[config.mk]
export PLATFORM = sky130hd
export DESIGN_NAME = ums_uart
export DESIGN_NICKNAME = d
export VERILOG_FILES = /design/src/design/ums_pkg.sv /design/src/design/ums_uart.sv
export SDC_FILE = /design/constraint.sdc
export NUM_CORES = 1
export LEC_CHECK = 0
export ABC_AREA = 1
export BUFFER_PORTS_ARGS = -buffer_cell sky130_fd_sc_hd__buf_2
export CORE_MARGIN = 10
export CORE_UTILIZATION = 40
export DETAILED_ROUTE_END_ITERATION = 10
export PLACE_DENSITY_LB_ADDON = 0.3
export SETUP_SLACK_MARGIN = 0.02
export SLEW_MARGIN = 20
export SYNTH_ARGS = -nofsm -noshare
export SYNTH_HDL_FRONTEND = slang
export SYNTH_SLANG_ARGS = --single-unit
[constraint.sdc]
create_clock -name aclk -period 6.4 [get_ports aclk]
set_input_delay 0.96 -clock aclk [delete_from_list [all_inputs] [get_ports aclk]]
set_output_delay 0.96 -clock aclk [all_outputs]
set_load 0.05 [all_outputs]
[src/design/ums_pkg.sv]
package ums_pkg;

   // Register indices; the byte address on the bus is four times the index.
   localparam logic [5:0] UMS_IDX_STATUS = 6'h1C;
   localparam logic [5:0] UMS_IDX_BUF    = 6'h1D;
   localparam logic [5:0] UMS_IDX_MODE   = 6'h1E;
   localparam logic [5:0] UMS_IDX_CTRL   = 6'h1F;

   // Operating modes held in mode_sel_hi/mode_sel_lo.
   localparam logic [1:0] UMS_MODE_ASYNC = 2'h0;
   localparam logic [1:0] UMS_MODE_MULTI = 2'h1;
   localparam logic [1:0] UMS_MODE_SYNC  = 2'h2;

   // Field positions in mode_reg.
   localparam int UMS_MD_HI  = 7;
   localparam int UMS_MD_LO  = 6;
   localparam int UMS_MD_CS  = 3;
   localparam int UMS_MD_DIR = 1;
   localparam int UMS_MD_SOE = 0;

   // Field positions in control_reg.
   localparam int UMS_CT_PEN = 7;
   localparam int UMS_CT_ODD = 6;
   localparam int UMS_CT_SBL = 5;
   localparam int UMS_CT_CL  = 4;
   localparam int UMS_CT_AD  = 3;
   localparam int UMS_CT_REC = 2;
   localparam int UMS_CT_RXE = 1;
   localparam int UMS_CT_TXE = 0;

   // Field positions in status_flags_reg.
   localparam int UMS_ST_PE   = 7;
   localparam int UMS_ST_ORE  = 6;
   localparam int UMS_ST_FRE  = 5;
   localparam int UMS_ST_RX_FULL_FLAG = 4;
   localparam int UMS_ST_TX_EMPTY_FLAG = 3;
   localparam int UMS_ST_RIE  = 1;
   localparam int UMS_ST_TIE  = 0;

   // Values after reset.
   localparam logic [7:0] UMS_MODE_RST = 8'h00;
   localparam logic [7:0] UMS_CTRL_RST = 8'h00;
   localparam logic       UMS_TX_EMPTY_FLAG_RST = 1'b1;

   // Bit timing in baud ticks.
   localparam logic [3:0] UMS_TICK_LAST = 4'hF;
   localparam logic [3:0] UMS_TICK_MID  = 4'h7;

   localparam logic [1:0] UMS_RESP_OKAY   = 2'h0;
   localparam logic [1:0] UMS_RESP_SLVERR = 2'h2;

   typedef enum logic [1:0] {UMS_RX_IDLE, UMS_RX_START, UMS_RX_BITS} ums_rx_state_t;

   typedef struct packed {
      logic rxd;
      logic sclk;
   } ums_pin_in_t;

   typedef struct packed {
      logic txd;
      logic sclk_o;
      logic sclk_oe;
   } ums_pin_out_t;

endpackage

[src/design/ums_uart.sv]
// Overview of operation
// - Mode 00 async normal, 01 async multiprocessor, 10 clock-synchronous, 11 reserved.
// - clock_source_sel picks baud_tick when 0, external clock pin rising edges when 1, in async modes only.
// - clock_dir_sel makes the clock pin an output in synchronous mode.
// - tx_pin_select routes port logic (0) or transmitter (1) to the output pin.
// - parity_add appends a parity bit, only in asynchronous normal mode.
// - odd_even_select picks even (0) or odd (1) parity for send and check.
// - stop_len_sel sends one or two stop bits; receiver checks one.
// - char_length_sel picks 7 or 8 bits; 7 only in async normal mode.
// - addr_frame_sel marks multiprocessor frames as data (0) or address (1).
// - Writing 0 to rx_fault_clear clears error flags; the bit reads 1.
// - Clearing rx_on mid-frame finishes and stores that frame first in async modes; a synchronous frame is not stored.
// - Clearing tx_on stops sending only when no data waits in tx_buffer.
// - One address: writes go to tx_buffer, reads return rx_buffer.
// - Parity, overrun and framing flags set on errors and reset to 0.
// - rx_full_flag sets on receive store and clears when rx_buffer is read.
// - tx_empty_flag resets 1, clears on write, sets when shifting starts.
// - rx_irq_en gates rx_full_flag and error flags onto the receive interrupt.
// - tx_irq_en gates tx_empty_flag onto the transmit interrupt.
// - Asynchronous bit time is sixteen baud ticks.
// - Async frames: low start bit, data LSB first, high stop bit.
// - Multiprocessor frames carry the address/data bit in the parity position.
// - Synchronous frames have no start or stop; only overrun is detected.
//
// Chosen here: the AXI4-Lite slave port.
module ums_uart (
   // Clock and reset
   input  wire logic                  aclk,
   input  wire logic                  aresetn,
   // AXI4-Lite slave
   input  wire logic [7:0]            s_axi_awaddr,
   input  wire logic                  s_axi_awvalid,
   output logic                       s_axi_awready,
   input  wire logic [31:0]           s_axi_wdata,
   input  wire logic [3:0]            s_axi_wstrb,
   input  wire logic                  s_axi_wvalid,
   output logic                       s_axi_wready,
   output logic [1:0]                 s_axi_bresp,
   output logic                       s_axi_bvalid,
   input  wire logic                  s_axi_bready,
   input  wire logic [7:0]            s_axi_araddr,
   input  wire logic                  s_axi_arvalid,
   output logic                       s_axi_arready,
   output logic [31:0]                s_axi_rdata,
   output logic [1:0]                 s_axi_rresp,
   output logic                       s_axi_rvalid,
   input  wire logic                  s_axi_rready,
   // Baud timer tick and port logic level
   input  wire logic                  baud_tick,
   input  wire logic                  gpio_out,
   // Serial pins
   input  wire ums_pkg::ums_pin_in_t  pin_in,
   output ums_pkg::ums_pin_out_t      pin_out,
   // Interrupt requests
   output logic                       irq_rx,
   output logic                       irq_tx
);
   import ums_pkg::*;

   typedef struct packed {
      logic [7:0]    mode_reg;
      logic [7:0]    ctrl_reg;
      logic          pe;
      logic          overrun_flag;
      logic          framing_fault;
      logic          rx_full_flag;
      logic          tx_empty_flag;
      logic          rx_irq_en;
      logic          tx_irq_en;
      logic [7:0]    rx_buf;
      logic [7:0]    tx_buf;
      logic [1:0]    rxd_sync;
      logic [1:0]    sck_sync;
      logic          sck_prev;
      logic          tx_busy;
      logic [11:0]   tx_sh;
      logic [3:0]    tx_left;
      logic [3:0]    tx_sub;
      logic          tx_line;
      ums_rx_state_t rx_st;
      logic [3:0]    rx_sub;
      logic [3:0]    rx_left;
      logic [9:0]    rx_sh;
      logic          aw_rdy;
      logic          w_rdy;
      logic          ar_rdy;
      logic          bvalid;
      logic          rvalid;
      logic [5:0]    aw_idx;
      logic [7:0]    wbyte;
      logic          wen;
      logic [1:0]    bresp;
      logic [1:0]    rresp;
      logic [7:0]    rdata;
      ums_pin_out_t  pins;
      logic          irq_rx;
      logic          irq_tx;
   } ums_state_t;

   ums_state_t st_reg;
   ums_state_t st_next;

   logic [1:0]  mode;
   logic        is_async;
   logic        is_sync;
   logic        rxd;
   logic        ext_rise;
   logic        tick;
   logic        sck_rise;
   logic        sck_fall;
   logic        dl8;
   logic        extra;
   logic        tx_load;
   logic        tx_done;
   logic        rx_store;
   logic        rd_buf;
   logic        wr_go;
   logic [7:0]  tx_dat;
   logic [11:0] fr;
   logic [3:0]  tx_n;
   logic [3:0]  rx_k;
   logic [9:0]  rx_al;
   logic [7:0]  rx_dat;
   logic        rx_x;

   always_comb begin
      st_next  = st_reg;
      mode     = st_reg.mode_reg[UMS_MD_HI:UMS_MD_LO];
      is_async = (mode == UMS_MODE_ASYNC) || (mode == UMS_MODE_MULTI);
      is_sync  = (mode == UMS_MODE_SYNC);
      rxd      = st_reg.rxd_sync[1];
      st_next.rxd_sync = {st_reg.rxd_sync[0], pin_in.rxd};
      st_next.sck_sync = {st_reg.sck_sync[0], pin_in.sclk};
      st_next.sck_prev = st_reg.sck_sync[1];
      ext_rise = st_reg.sck_sync[1] && !st_reg.sck_prev;
      tick     = st_reg.mode_reg[UMS_MD_CS] ? ext_rise : baud_tick;
      // Synchronous clock: driven on baud ticks, or taken from the pin.
      if (st_reg.mode_reg[UMS_MD_DIR]) begin
         sck_rise = st_reg.tx_busy && baud_tick && !st_reg.pins.sclk_o;
         sck_fall = st_reg.tx_busy && baud_tick && st_reg.pins.sclk_o;
      end else begin
         sck_rise = ext_rise;
         sck_fall = !st_reg.sck_sync[1] && st_reg.sck_prev;
      end
      // Seven bits only in asynchronous normal mode.
      dl8      = st_reg.ctrl_reg[UMS_CT_CL] || (mode != UMS_MODE_ASYNC);
      // Parity bit only in normal mode; marker bit in multiprocessor mode.
      extra    = (mode == UMS_MODE_ASYNC && st_reg.ctrl_reg[UMS_CT_PEN]) || (mode == UMS_MODE_MULTI);
      tx_dat   = dl8 ? st_reg.tx_buf : {1'b0, st_reg.tx_buf[6:0]};
      // Start low, data LSB first, stop high.
      fr       = 12'hFFF;
      fr[0]    = 1'b0;
      fr[8:1]  = dl8 ? tx_dat : {1'b1, tx_dat[6:0]};
      // Even or odd parity; address/data marker.
      if (extra) begin
         fr[{3'b100, dl8}] = (mode == UMS_MODE_MULTI) ? st_reg.ctrl_reg[UMS_CT_AD]
                                                      : ((^tx_dat) ^ st_reg.ctrl_reg[UMS_CT_ODD]);
      end
      // One or two stop bits on transmit.
      tx_n     = 4'd9 + {3'd0, dl8} + {3'd0, extra} + {3'd0, st_reg.ctrl_reg[UMS_CT_SBL]};
      // Receiver counts data, marker and a single stop bit.
      rx_k     = is_sync ? 4'd8 : 4'd8 + {3'd0, dl8} + {3'd0, extra};
      rx_al    = {rxd, st_reg.rx_sh[9:1]} >> (4'd10 - rx_k);
      rx_dat   = dl8 ? rx_al[7:0] : {1'b0, rx_al[6:0]};
      rx_x     = rx_al[4'd7 + {3'd0, dl8}];
      tx_done  = 1'b0;
      rx_store = 1'b0;
      rd_buf   = 1'b0;
      wr_go    = !st_reg.aw_rdy && !st_reg.w_rdy && !st_reg.bvalid;

      // Transmit engine.
      if (st_reg.tx_busy && is_async) begin
         if (tick) begin
            if (st_reg.tx_sub == UMS_TICK_LAST) begin
               st_next.tx_sub = 4'd0;
               if (st_reg.tx_left == 4'd1) begin
                  st_next.tx_busy = 1'b0;
                  tx_done         = 1'b1;
               end else begin
                  st_next.tx_sh   = {1'b1, st_reg.tx_sh[11:1]};
                  st_next.tx_line = st_reg.tx_sh[1];
                  st_next.tx_left = st_reg.tx_left - 4'd1;
               end
            end else begin
               st_next.tx_sub = st_reg.tx_sub + 4'd1;
            end
         end
      end else if (st_reg.tx_busy) begin
         if (sck_fall) begin
            st_next.tx_line = st_reg.tx_sh[0];
         end
         if (sck_rise) begin
            st_next.tx_sh   = {1'b1, st_reg.tx_sh[11:1]};
            st_next.rx_sh   = {rxd, st_reg.rx_sh[9:1]};
            st_next.tx_left = st_reg.tx_left - 4'd1;
            // Synchronous frame ends after eight clocks with no stop bit.
            if (st_reg.tx_left == 4'd1) begin
               st_next.tx_busy = 1'b0;
               st_next.tx_line = 1'b1;
               tx_done         = 1'b1;
               rx_store        = st_reg.ctrl_reg[UMS_CT_RXE];
            end
         end
      end
      if (is_sync) begin
         st_next.pins.sclk_o = st_reg.pins.sclk_o ^ (sck_rise || sck_fall) & st_reg.mode_reg[UMS_MD_DIR];
      end else begin
         st_next.pins.sclk_o = 1'b1;
      end
      // A waiting byte is sent even after tx_on is cleared mid-frame.
      tx_load = !st_reg.tx_empty_flag && (mode != 2'h3)
                && (st_reg.tx_busy ? tx_done
                   : (st_reg.ctrl_reg[UMS_CT_TXE] || (is_sync && st_reg.ctrl_reg[UMS_CT_RXE])));
      if (tx_load) begin
         st_next.tx_busy = 1'b1;
         st_next.tx_sub  = 4'd0;
         // Byte moves to the shifter, the buffer is free again.
         st_next.tx_empty_flag    = 1'b1;
         if (is_sync) begin
            st_next.tx_sh   = {4'hF, st_reg.tx_buf};
            st_next.tx_left = 4'd8;
         end else begin
            st_next.tx_sh   = fr;
            st_next.tx_line = fr[0];
            st_next.tx_left = tx_n;
         end
      end

      // Asynchronous receive engine.
      unique case (st_reg.rx_st)
         UMS_RX_IDLE: begin
            // Only a new frame waits for rx_on.
            if (is_async && st_reg.ctrl_reg[UMS_CT_RXE] && !rxd) begin
               st_next.rx_st  = UMS_RX_START;
               st_next.rx_sub = 4'd0;
            end
         end
         UMS_RX_START: begin
            // Start must still be low at mid-bit.
            if (tick && st_reg.rx_sub == UMS_TICK_MID) begin
               st_next.rx_st   = rxd ? UMS_RX_IDLE : UMS_RX_BITS;
               st_next.rx_sub  = 4'd0;
               st_next.rx_left = rx_k;
            end else if (tick) begin
               st_next.rx_sub = st_reg.rx_sub + 4'd1;
            end
         end
         UMS_RX_BITS: begin
            if (tick && st_reg.rx_sub == UMS_TICK_LAST) begin
               st_next.rx_sub  = 4'd0;
               st_next.rx_sh   = {rxd, st_reg.rx_sh[9:1]};
               st_next.rx_left = st_reg.rx_left - 4'd1;
               if (st_reg.rx_left == 4'd1) begin
                  st_next.rx_st = UMS_RX_IDLE;
                  rx_store      = 1'b1;
               end
            end else if (tick) begin
               st_next.rx_sub = st_reg.rx_sub + 4'd1;
            end
         end
      endcase

      // AXI4-Lite read channel.
      if (st_reg.rvalid && s_axi_rready) begin
         st_next.rvalid = 1'b0;
         st_next.ar_rdy = 1'b1;
      end
      if (st_reg.ar_rdy && s_axi_arvalid) begin
         st_next.ar_rdy = 1'b0;
         st_next.rvalid = 1'b1;
         st_next.rresp  = UMS_RESP_OKAY;
         unique case (s_axi_araddr[7:2])
            UMS_IDX_STATUS: st_next.rdata = {st_reg.pe, st_reg.overrun_flag, st_reg.framing_fault, st_reg.rx_full_flag,
                                             st_reg.tx_empty_flag, 1'b0, st_reg.rx_irq_en, st_reg.tx_irq_en};
            // Reads of the shared address return rx_buffer.
            UMS_IDX_BUF: begin
               st_next.rdata = st_reg.rx_buf;
               rd_buf        = 1'b1;
            end
            UMS_IDX_MODE: st_next.rdata = st_reg.mode_reg;
            UMS_IDX_CTRL: st_next.rdata = st_reg.ctrl_reg | 8'h04;
            default: begin
               st_next.rdata = 8'h00;
               st_next.rresp = UMS_RESP_SLVERR;
            end
         endcase
      end
      if (rd_buf) begin
         st_next.rx_full_flag = 1'b0;
      end

      // AXI4-Lite write channels.
      if (st_reg.bvalid && s_axi_bready) begin
         st_next.bvalid = 1'b0;
         st_next.aw_rdy = 1'b1;
         st_next.w_rdy  = 1'b1;
      end
      if (st_reg.aw_rdy && s_axi_awvalid) begin
         st_next.aw_rdy = 1'b0;
         st_next.aw_idx = s_axi_awaddr[7:2];
      end
      if (st_reg.w_rdy && s_axi_wvalid) begin
         st_next.w_rdy = 1'b0;
         st_next.wbyte = s_axi_wdata[7:0];
         st_next.wen   = s_axi_wstrb[0];
      end
      if (wr_go) begin
         st_next.bvalid = 1'b1;
         st_next.bresp  = UMS_RESP_OKAY;
         unique case (st_reg.aw_idx)
            UMS_IDX_STATUS: if (st_reg.wen) begin
               st_next.rx_irq_en = st_reg.wbyte[UMS_ST_RIE];
               st_next.tx_irq_en = st_reg.wbyte[UMS_ST_TIE];
            end
            // Writes to the shared address go to tx_buffer.
            UMS_IDX_BUF: if (st_reg.wen) begin
               st_next.tx_buf = st_reg.wbyte;
               st_next.tx_empty_flag   = 1'b0;
            end
            // Mode field lives in the top two bits.
            UMS_IDX_MODE: if (st_reg.wen) begin
               st_next.mode_reg = st_reg.wbyte;
            end
            UMS_IDX_CTRL: if (st_reg.wen) begin
               st_next.ctrl_reg = st_reg.wbyte;
               // Writing 0 clears the error flags.
               if (!st_reg.wbyte[UMS_CT_REC]) begin
                  st_next.pe  = 1'b0;
                  st_next.overrun_flag = 1'b0;
                  st_next.framing_fault = 1'b0;
               end
            end
            default: st_next.bresp = UMS_RESP_SLVERR;
         endcase
      end

      // Error flags set on a stored frame, after any clear.
      if (rx_store) begin
         st_next.rx_buf = rx_dat;
         st_next.rx_full_flag   = 1'b1;
         if (st_reg.rx_full_flag && !rd_buf) begin
            st_next.overrun_flag = 1'b1;
         end
         // Parity check in normal mode only.
         if (mode == UMS_MODE_ASYNC && st_reg.ctrl_reg[UMS_CT_PEN]
             && (((^rx_dat) ^ rx_x) != st_reg.ctrl_reg[UMS_CT_ODD])) begin
            st_next.pe = 1'b1;
         end
         // No framing check in synchronous mode.
         if (is_async && !rxd) begin
            st_next.framing_fault = 1'b1;
         end
      end

      st_next.pins.txd     = st_reg.mode_reg[UMS_MD_SOE] ? st_reg.tx_line : gpio_out;
      // Clock pin drives only in synchronous mode with clock_dir_sel set.
      st_next.pins.sclk_oe = is_sync && st_reg.mode_reg[UMS_MD_DIR];
      st_next.irq_rx = st_reg.rx_irq_en && (st_reg.rx_full_flag || st_reg.pe || st_reg.overrun_flag || st_reg.framing_fault);
      st_next.irq_tx = st_reg.tx_irq_en && st_reg.tx_empty_flag;
   end

   always_ff @(posedge aclk) begin
      if (!aresetn) begin
         st_reg           <= '0;
         st_reg.mode_reg  <= UMS_MODE_RST;
         st_reg.ctrl_reg  <= UMS_CTRL_RST;
         st_reg.tx_empty_flag      <= UMS_TX_EMPTY_FLAG_RST;
         st_reg.tx_line   <= 1'b1;
         st_reg.aw_rdy    <= 1'b1;
         st_reg.w_rdy     <= 1'b1;
         st_reg.ar_rdy    <= 1'b1;
         st_reg.pins.txd  <= 1'b1;
         st_reg.pins.sclk_o <= 1'b1;
         st_reg.rx_st     <= UMS_RX_IDLE;
      end else begin
         st_reg <= st_next;
      end
   end

   assign s_axi_awready = st_reg.aw_rdy;
   assign s_axi_wready  = st_reg.w_rdy;
   assign s_axi_bvalid  = st_reg.bvalid;
   assign s_axi_bresp   = st_reg.bresp;
   assign s_axi_arready = st_reg.ar_rdy;
   assign s_axi_rvalid  = st_reg.rvalid;
   assign s_axi_rresp   = st_reg.rresp;
   assign s_axi_rdata   = {24'h00_0000, st_reg.rdata};
   assign pin_out       = st_reg.pins;
   assign irq_rx        = st_reg.irq_rx;
   assign irq_tx        = st_reg.irq_tx;
endmodule

Word-level counts from Yosys, hierarchy flattened --
Index checks and enable logic that the tools add are counted.
Cells by class: add/sub/neg operators 11, order comparisons 3, equality and inequality tests 27, shift operators 1, multiplexer cells 93, bitwise gates (word level) 5, reductions and logical operators 71
Operator list (count):
- $mux 17 | 4
- $eq 6x5->1 const B | 8
- $mux 1 | 47
- $mux 22 | 2
- $mux 10 | 4
- $mux 16 | 2
- $mux 4 | 8
- $pmux 8 s4 | 1
- $logic_and 1x1->1 | 28
- $mux 8 | 3
- $mux 2 | 9
- $pmux 6 s3 | 1
- $reduce_and 3->1 | 6
- $reduce_xor 8->1 | 2
- $mux 3 | 5
- $mux 14 | 1
- $reduce_bool 2->1 | 7
- $add 4x1->4 | 3
- $bwmux 12 | 1
- $mux 12 | 1
- $lt 4x5->1 const B | 2
- $ne 2x2->1 const B | 5
- $shr 10x4->10 | 1
- $logic_not 1->1 | 9
- 29 further kinds | 51
Word-level totals: register bits after elaboration 123, output and inout port bits 46, logic and storage cells 250

Logic depth before layout (Yosys ltp) --
Gate-level depths: netlist of run 1.
depth in word-level cells 14, mapped depth 21, depth with buffers taken out 20

Worst setup path before layout of run 1 --
No wires, ideal clock.
kind input port to flip-flop, start input port baud_tick, end register st_reg[69] (netlist bit), library setup time 123 ps, arrival 2230 ps, required time 6277 ps, slack 4048 ps, stages on the path 12, path buffers 1, cell sequence inv_1 nor3_2 inv_2 o21ai_1 nand2_1 nand2_1 nand3_4 nand2_4 inv_2 buf_2 a21oi_1 a21oi_1
On the way: longest elaborated chain between the ends 9, elaborated cells on any way between the ends 16, classes of those cells eq/ne (3); mux (7); reduce/logical (6)
Ends and longest elaborated chain:
- start, declared | line ums_uart.sv:49 | input wire logic baud_tick,
- $logic_and 1x1->1 (2 in series) | line ums_uart.sv:139 | sck_rise = st_reg.tx_busy && baud_tick && !st_reg.pins.sclk_o;
- $mux 1 | line ums_uart.sv:138 | if (st_reg.mode_reg[UMS_MD_DIR]) begin
- $mux 1 | line ums_uart.sv:192 | if (sck_rise) begin
- $mux 1 | line ums_uart.sv:172 | if (st_reg.tx_busy && is_async) begin
- $mux 1 | line ums_uart.sv:212 | && (st_reg.tx_busy ? tx_done
- $logic_and 1x1->1 | line ums_uart.sv:212
- $ne 3x3->1 (no line), or another cell as far along
- $reduce_and 5->1 (no line)
- end signal, assigned | line ums_uart.sv:376 | st_reg <= st_next;
- end, declared | line ums_uart.sv:100 | ums_state_t st_reg;
Parallel ways exist; a longest one is shown, timed or not. A chain may end at the register's enable or synchronous reset.

Worst setup path after layout of run 1 --
start register st_reg, in the netlist mode[1], end register st_reg[106] (netlist bit)
On the way: longest elaborated chain between the ends 14, elaborated cells on any way between the ends 28, classes of those cells add/sub (4); eq/ne (3); shift (1); mux (10); bitwise (1); reduce/logical (9)
Ends and longest elaborated chain:
- $reduce_bool 2->1 / $logic_not 2->1 (equally long branches)
- $logic_or 1x1->1 / $logic_and 1x1->1 (equally long branches) | line ums_uart.sv:146, ums_uart.sv:148, ums_uart.sv:345
- $add 4x1->4 / $logic_or 1x1->1 (equally long branches) | line ums_uart.sv:162, ums_uart.sv:148
- $add 4x1->4 | line ums_uart.sv:162 | rx_k = is_sync ? 4'd8 : 4'd8 + {3'd0, dl8} + {3'd0, extra};
- $mux 4 | line ums_uart.sv:162
- $sub 4x4->4 | line ums_uart.sv:163 | rx_al = {rxd, st_reg.rx_sh[9:1]} >> (4'd10 - rx_k);
- $shr 10x4->10 | line ums_uart.sv:163
- $bmux 1 s4 / $mux 8 (equally long branches) | line ums_uart.sv:165, ums_uart.sv:164
- $mux 1 (not written as such) / $reduce_xor 8->1 (equally long branches) | line ums_uart.sv:165, ums_uart.sv:346
- $xor 1x1->1 | line ums_uart.sv:346 | && (((^rx_dat) ^ rx_x) != st_reg.ctrl_reg[UMS_CT_ODD])) begin
- $ne 1x1->1 | line ums_uart.sv:346
- $logic_and 1x1->1 | line ums_uart.sv:346
- $mux 1 | line ums_uart.sv:345 | if (mode == UMS_MODE_ASYNC && st_reg.ctrl_reg[UMS_CT_PEN]
- $mux 4 (*) | line ums_uart.sv:338 | if (rx_store) begin
Mark *: on every way between the ends. The rest lies on a longest branch, timed or not. The select of a mux whose other input is x is not followed.

==> results of run 1 <==
[where the power goes]
part	total (mW)	internal [mW]	switching [mW]
clock	0.990	0.659	0.331
sequential	0.768	0.759	0.00943
combinational	0.137	0.0314	0.106
[Yosys cell counts (all sizes together)]
master / number
xor2: 7
o21a: 2
or2: 1
a211oi: 19
inv: 117
a22oi: 7
o211ai: 8
nor3: 12
o311ai: 1
clkinv: 1
nor3b: 1
a221oi: 1
o21ai: 88
o2111ai: 1
a31oi: 4
and3: 1
nor4: 3
o22ai: 6
nand2: 168
o31ai: 1
mux2: 1
nor2: 55
a21oi: 75
dfxtp: 119
nand3: 59
ha: 12
clkbuf: 20
nand4: 3
o221ai: 2
buf: 44
conb: 1
xnor2: 5
[area by class of cell]
| class | count | share of cell area |
|---|---|---|
| timing repair buffer | 53 | 0.0388 |
| clock inverter | 9 | 0.0172 |
| tap | 188 | 0.0338 |
| sequential | 119 | 0.342 |
| clock buffer | 23 | 0.0715 |
| inverter | 118 | 0.0643 |
| multi-input combinational | 569 | 0.432 |
[metrics by stage]
step / area (um2) / worst slack, ns / instances / power, mW / utilization
2_1_floorplan: 6240 / 4.05 / 870 / 0.903 / -
3_3_place_gp: 6350 / 3.35 / 1047 / 0.920 / 0.419
3_5_place_dp: 6350 / 3.29 / 1047 / 0.921 / 0.419
4_1_cts: 6970 / 3.58 / 1079 / 1.91 / 0.460
5_1_grt: 6970 / 3.27 / 1079 / 1.96 / 0.460
6_report: 6970 / 3.59 / 1079 / 1.90 / 0.460
[tightest hold or removal path: stages (launching register included)]
cell	delay [ns]
dfxtp_1	0.30
nand2_1	0.04
inv_1	0.04
[path summary, 6_finish.rpt]
kind                          startpoint                endpoint  slack (ns)  cells past startpoint
setup / recovery    mode[1]$_SDFFE_PN0P_  st_reg[106]$_SDFF_PN0_        3.59                     17
hold / removal    st_next[83]$_SDFF_PN0_          rxd$_SDFF_PN0_        0.41                      2
setup reg to reg    mode[1]$_SDFFE_PN0P_  st_reg[106]$_SDFF_PN0_        3.59                     17
hold reg to reg   st_next[83]$_SDFF_PN0_          rxd$_SDFF_PN0_        0.41                      2
[layer usage]
metal  up-vias  share of wire
li1       2792              -
met1      2364           0.50
met2       106           0.42
met3        23          0.057
met4         0          0.021
met5         -              0
[cell families after synthesis]
kind of cell | after synthesis | synth area share
simple gates | 303 | 0.231
xor+xnor | 12 | 0.0171
compound gates | 215 | 0.199
buf+inv | 182 | 0.138
flops | 119 | 0.387
mux | 1 | 0.00183
other cells | 1 | 0.000610
fa+ha+maj | 12 | 0.0244
==> flow_summary.ini, run 1 <==
[detailed_routing]
drc_errors = 0
routedWlPerCell_um = 13.3
firstDrtPassIters = 6
drt_iter0_drc = 252
vias = 5285
routed_via_density = 4.90
wirelength_mm = 14.3
antenna_left = 0

[grt]
grt_max_degree = 75
grt_antenna_before_repair = 0
grt_pass1_wl_mm = 23.3
grt_use_met3 = 0.0357
busiest_layer = met2
gr-total-overflow = 0
grt_util_all_layers = 0.139
met2_usage = 0.204
grt_use_met1 = 0.187
grt_pass1_vias = 4795

[cells_and_area]
drive_above_1_share = 0.156
final_cell_mix = 146 x nand2_1, 119 x dfxtp_1, 102 x inv_1, 84 x o21ai_0, 74 x a21oi_1
fillers = 1555
syn_to_final_growth_pct = 13.3
largest_reg_flops = 93
n_antenna_cell = 0
seq_area_um2 = 2380
multi_input_area_um2 = 3010
final_net_count = 953
layout_commonest_cell = nand2_1

[placed_design]
finalWeightedCongestion = 0.853
numPortBuffers = 51
dp_hpwl_mm = 10.4

[clocking]
cts_hold_buf = 0
cts_resized = 0
clock_latency_ns = 0.42
post-cts-setup-buffers = 0
clock-sinks = 119
numCtsBuffers = 17
clkTransAtPathRegs_ns = 0.05
htree_num_levels = 4
cts_max_path_buffers = 2
cts_tree = built
cts-root-buf = clkbuf_16

[pwr]
ir_worst_vdd_uv = 198
p_leak_nw = 3.06
p_per_area_nw_per_um2 = 272

[flow_run]
cap_violations = 0

[worst_setup_path]
crit_path_start_kind = flip-flop
crit_required_ns = 6.69
cp_slowest_cell = dfxtp_1
crit_family = simple AND/OR/NAND/NOR gates
arrival_ns = 3.10
path_buf_inv = 2
worstSetupPathType = flip-flop to flip-flop
cp_max_fo = 9
cp_common_cell = nand2_1
worstSetupEndpointType = flip-flop
max_stage_delay_ns = 0.56
path_cells = inv_1 -> o21ai_2 -> nor2_8 -> nor2_8 -> ha_1 -> nor2_1 -> nand3_1 -> nand2_2 -> inv_2 -> nand2_1 -> nand2_1 -> nand2_1 -> nand2_1 -> nand2_1 -> nand3_1 -> nand3_2 -> a21oi_2

[logic_synthesis]
ys_ff_latch = 119
synth_seq_area_share = 0.387
synth_top_area_share = 0.387
syn-instance-count = 845
synth_warnings = 0
synth_cell_types = 49
synth_area_leaders = dfxtp_1 39%, nand2_1 8.9%, o21ai_0 6.8%
yosysTopAreaCell = dfxtp_1
avgSynthCellArea_um2 = 7.28
synth_area_um2 = 6150

[floorplanning]
initial_core_util = 0.406
fp.dieH_um = 144
die_area_um2 = 20700
num_rows = 45
ioPinCount = 109
core_area_um2 = 15100
die_x_um = 144

[timing]
worst_hold_slack_ns = 0.407
max_freq_mhz = 356
finalSetupViolCount = 0
final_min_period_over_clock_period = 0.439
period_needed_ns = 2.81
worst_slew_pin_slew_ns = 1.00
rsz0062_at_grt = false
max_slew_margin = 0.328
report.final.slew_viol_count = 0
final-hold-violation-count = 0
skew_ns = 0.00615
finalSetupTns_ns = 0

[status]
status = finished clean

[hold_path]
hold_path_class = flip-flop to flip-flop
Note: power is estimated with default switching activity, not from simulation.
==> run 2: changes to the inputs <==
Settings changed: ABC_AREA 1 to 0.
Clock period 6.4 ns to 2.45 ns, I/O delays scaled along.
==> run 2 against run 1 <==
  * The flow now finishes with violations (negative setup slack)
  * Cell area up 7.0%
  * Setup slack worse by 3.8 ns
  * Worst hold slack worse by 0.25 ns
  * Core utilization up 2.7 points
  * Global-route usage up 0.64 points
  * Clock skew about the same
==> flow_summary.ini, run 2 <==
[grt]
gr-total-overflow = 0
grt_pass1_wl_mm = 25.9
grt_max_degree = 41
grt_util_all_layers = 0.146
grt_antenna_before_repair = 0
grt_pass1_vias = 5080

[timing]
final-hold-violation-count = 0
rsz0062_at_grt = true
max_slew_margin = 0.606
max_freq_mhz = 373
finalSetupViolCount = 1
report.final.slew_viol_count = 0
final_min_period_over_clock_period = 1.09
worst_slew_pin_slew_ns = 0.589
period_needed_ns = 2.68
timing.final.ws_setup_ns = -0.230
skew_ns = 0.00635
finalSetupTns_ns = -0.230

[worst_setup_path]
crit_path_start_kind = flip-flop
max_stage_delay_ns = 0.32
cp_slowest_cell = dfxtp_2
cp_common_cell = xor2_1
worstSetupEndpointType = flip-flop
crit_family = XOR/XNOR gates
path_buf_inv = 2
path_cells = xor2_1 -> a21oi_2 -> inv_2 -> ha_4 -> buf_12 -> mux2i_1 -> and3_1 -> a221o_1 -> xnor2_2 -> xnor2_1 -> nor2_1 -> xnor3_1 -> xor2_1 -> o21ai_1
cp_max_fo = 11
arrival_ns = 3.03
worstSetupPathType = flip-flop to flip-flop
crit_required_ns = 2.80

[logic_synthesis]
synth_area_leaders = dfxtp_1 38%, mux2i_1 7.0%, a21oi_1 6.4%
synth_top_area_share = 0.377
synth_ff_type = dfxtp_1
synth_area_um2 = 6320
avgSynthCellArea_um2 = 8.04
ys_top_cells_by_count = 119 x dfxtp_1, 104 x nor2_1, 95 x nand2_1, 81 x a21oi_1, 44 x mux2i_1
synth_most_common_cell = dfxtp_1
synth_edf_count = 0
synth_cell_types = 59
ys_ff_latch = 119
synth-async-reset-ratio = 0
synth_seq_area_share = 0.377
yosysTopAreaCell = dfxtp_1
synth_warnings = 0
syn-instance-count = 786

[pwr]
p_seq_frac = 0.436
power_mw = 4.61
ir_worst_vdd_uv = 575
p_sw_mw = 1.13
p_leak_nw = 2.86
swShare = 0.244
p_comb_frac = 0.072
p_clk_frac = 0.491
p_per_area_nw_per_um2 = 619
internal_power_mw = 3.49

[clocking]
cts_max_path_buffers = 2
clkTransAtPathRegs_ns = 0.05
cts_hold_buf = 0
clock_latency_ns = 0.41
clock-sinks = 119
cts_tree = built
numCtsBuffers = 17
cts-root-buf = clkbuf_16
htree_num_levels = 4

[placed_design]
finalWeightedCongestion = 0.867
dp_hpwl_mm = 11.6
dp_slack_ns = -0.232
numPortBuffers = 51

[cells_and_area]
final_net_count = 917
drive_above_1_share = 0.177
multi_input_area_um2 = 3510
syn_to_final_growth_pct = 17.9
final_cell_mix = 117 x dfxtp_1, 102 x nor2_1, 95 x nand2_1, 80 x a21oi_1, 51 x buf_2
largest_reg_flops = 93
fillers = 1519
layout_commonest_cell = dfxtp_1
n_antenna_cell = 0
seq_area_um2 = 2380

[detailed_routing]
vias = 5408
routedWlPerCell_um = 14.6
antenna_left = 0
drt_iter0_drc = 385
wirelength_mm = 15.6
firstDrtPassIters = 5
routed_via_density = 5.08
drc_errors = 0

[floorplanning]
die_area_um2 = 21200
core_area_um2 = 15300
initial_core_util = 0.413
ioPinCount = 109
die_x_um = 146
fp.dieH_um = 146
num_rows = 45

[flow_run]
cap_violations = 0

[status]
violations = negative setup slack
status = finished, violations left

[hold_path]
hold_path_class = input port to flip-flop
## run 2: stage by stage
stage	hold slack, ns	std cells	cell area (um2)	utilization
3_3_place_gp	0.413	1033	6860	0.448
4_1_cts	0.150	1065	7410	0.484
3_5_place_dp	0.423	1033	6860	0.448
5_1_grt	0.164	1065	7450	0.487
6_report	0.159	1065	7450	0.487
2_1_floorplan	0.412	811	6450	-
## run 2: cell families after synthesis
family	after synthesis	share of synthesized area
compound gates	181	0.176
buf+inv	106	0.0919
fa+ha+maj	12	0.0238
xor+xnor	25	0.0368
mux	49	0.0822
simple gates	293	0.212
other cells	1	0.000593
flops	119	0.377
## run 2: final cells by class
cell class	instances	area share
Multi-Input combinational cell	586	0.471
Sequential cell	119	0.320
Timing Repair Buffer	98	0.0905
Clock buffer	21	0.0618
Tap cell	211	0.0354
Clock inverter	10	0.0107
Inverter	20	0.0101
## run 2: layer usage
layer | wire length [um] | part of all wire | vias to the layer above | GRT usage
met4 | 131 | 0.0084 | 0 | 0.0394
met1 | 7790 | 0.50 | 2480 | 0.197
met2 | 6820 | 0.44 | 137 | 0.220
li1 | - | - | 2779 | -
met5 | 0 | 0 | - | 0
met3 | 814 | 0.052 | 12 | 0.0419
## run 2: power by group through the flow
stage                     Clock (mW)  Combinational [mW]  Sequential [mW]
after floorplan                    0               0.270             2.06
after global placement             0               0.329             2.05
after detailed placement           0               0.333             2.05
after CTS                       2.32               0.333             2.01
after global routing            2.40               0.368             2.02
final                           2.27               0.334             2.01
## run 2: final timing paths
kind                                  from                endpoint  slack [ns]  cells after the start
setup / recovery  st_reg[114]$_SDFFE_PN0P_  st_reg[106]$_SDFF_PN0_       -0.23                     14
hold / removal                   pin_in[1]  st_next[83]$_SDFF_PN0_        0.16                      2
setup reg to reg  st_reg[114]$_SDFFE_PN0P_  st_reg[106]$_SDFF_PN0_       -0.23                     14
hold reg to reg     st_next[81]$_SDFF_PN0_  st_next[79]$_SDFF_PN0_        0.43                      1
## run 2: what timing repair did
action / in CTS / in global routing
setup buffers: 1 / 0
pin swaps: 3 / 0
setup endpoints to repair: 4 / 28
gates resized for setup: 2 / 9
## run 2: worst register-to-register path: stages, from the launching register on
cell and delay [ns]:
dfxtp_2 0.32, xor2_1 0.18, a21oi_2 0.17, inv_2 0.07, ha_4 0.26, buf_12 0.14
mux2i_1 0.12, and3_1 0.16, a221o_1 0.31, xnor2_2 0.15, xnor2_1 0.13, nor2_1 0.11
xnor3_1 0.24, xor2_1 0.15, o21ai_1 0.11
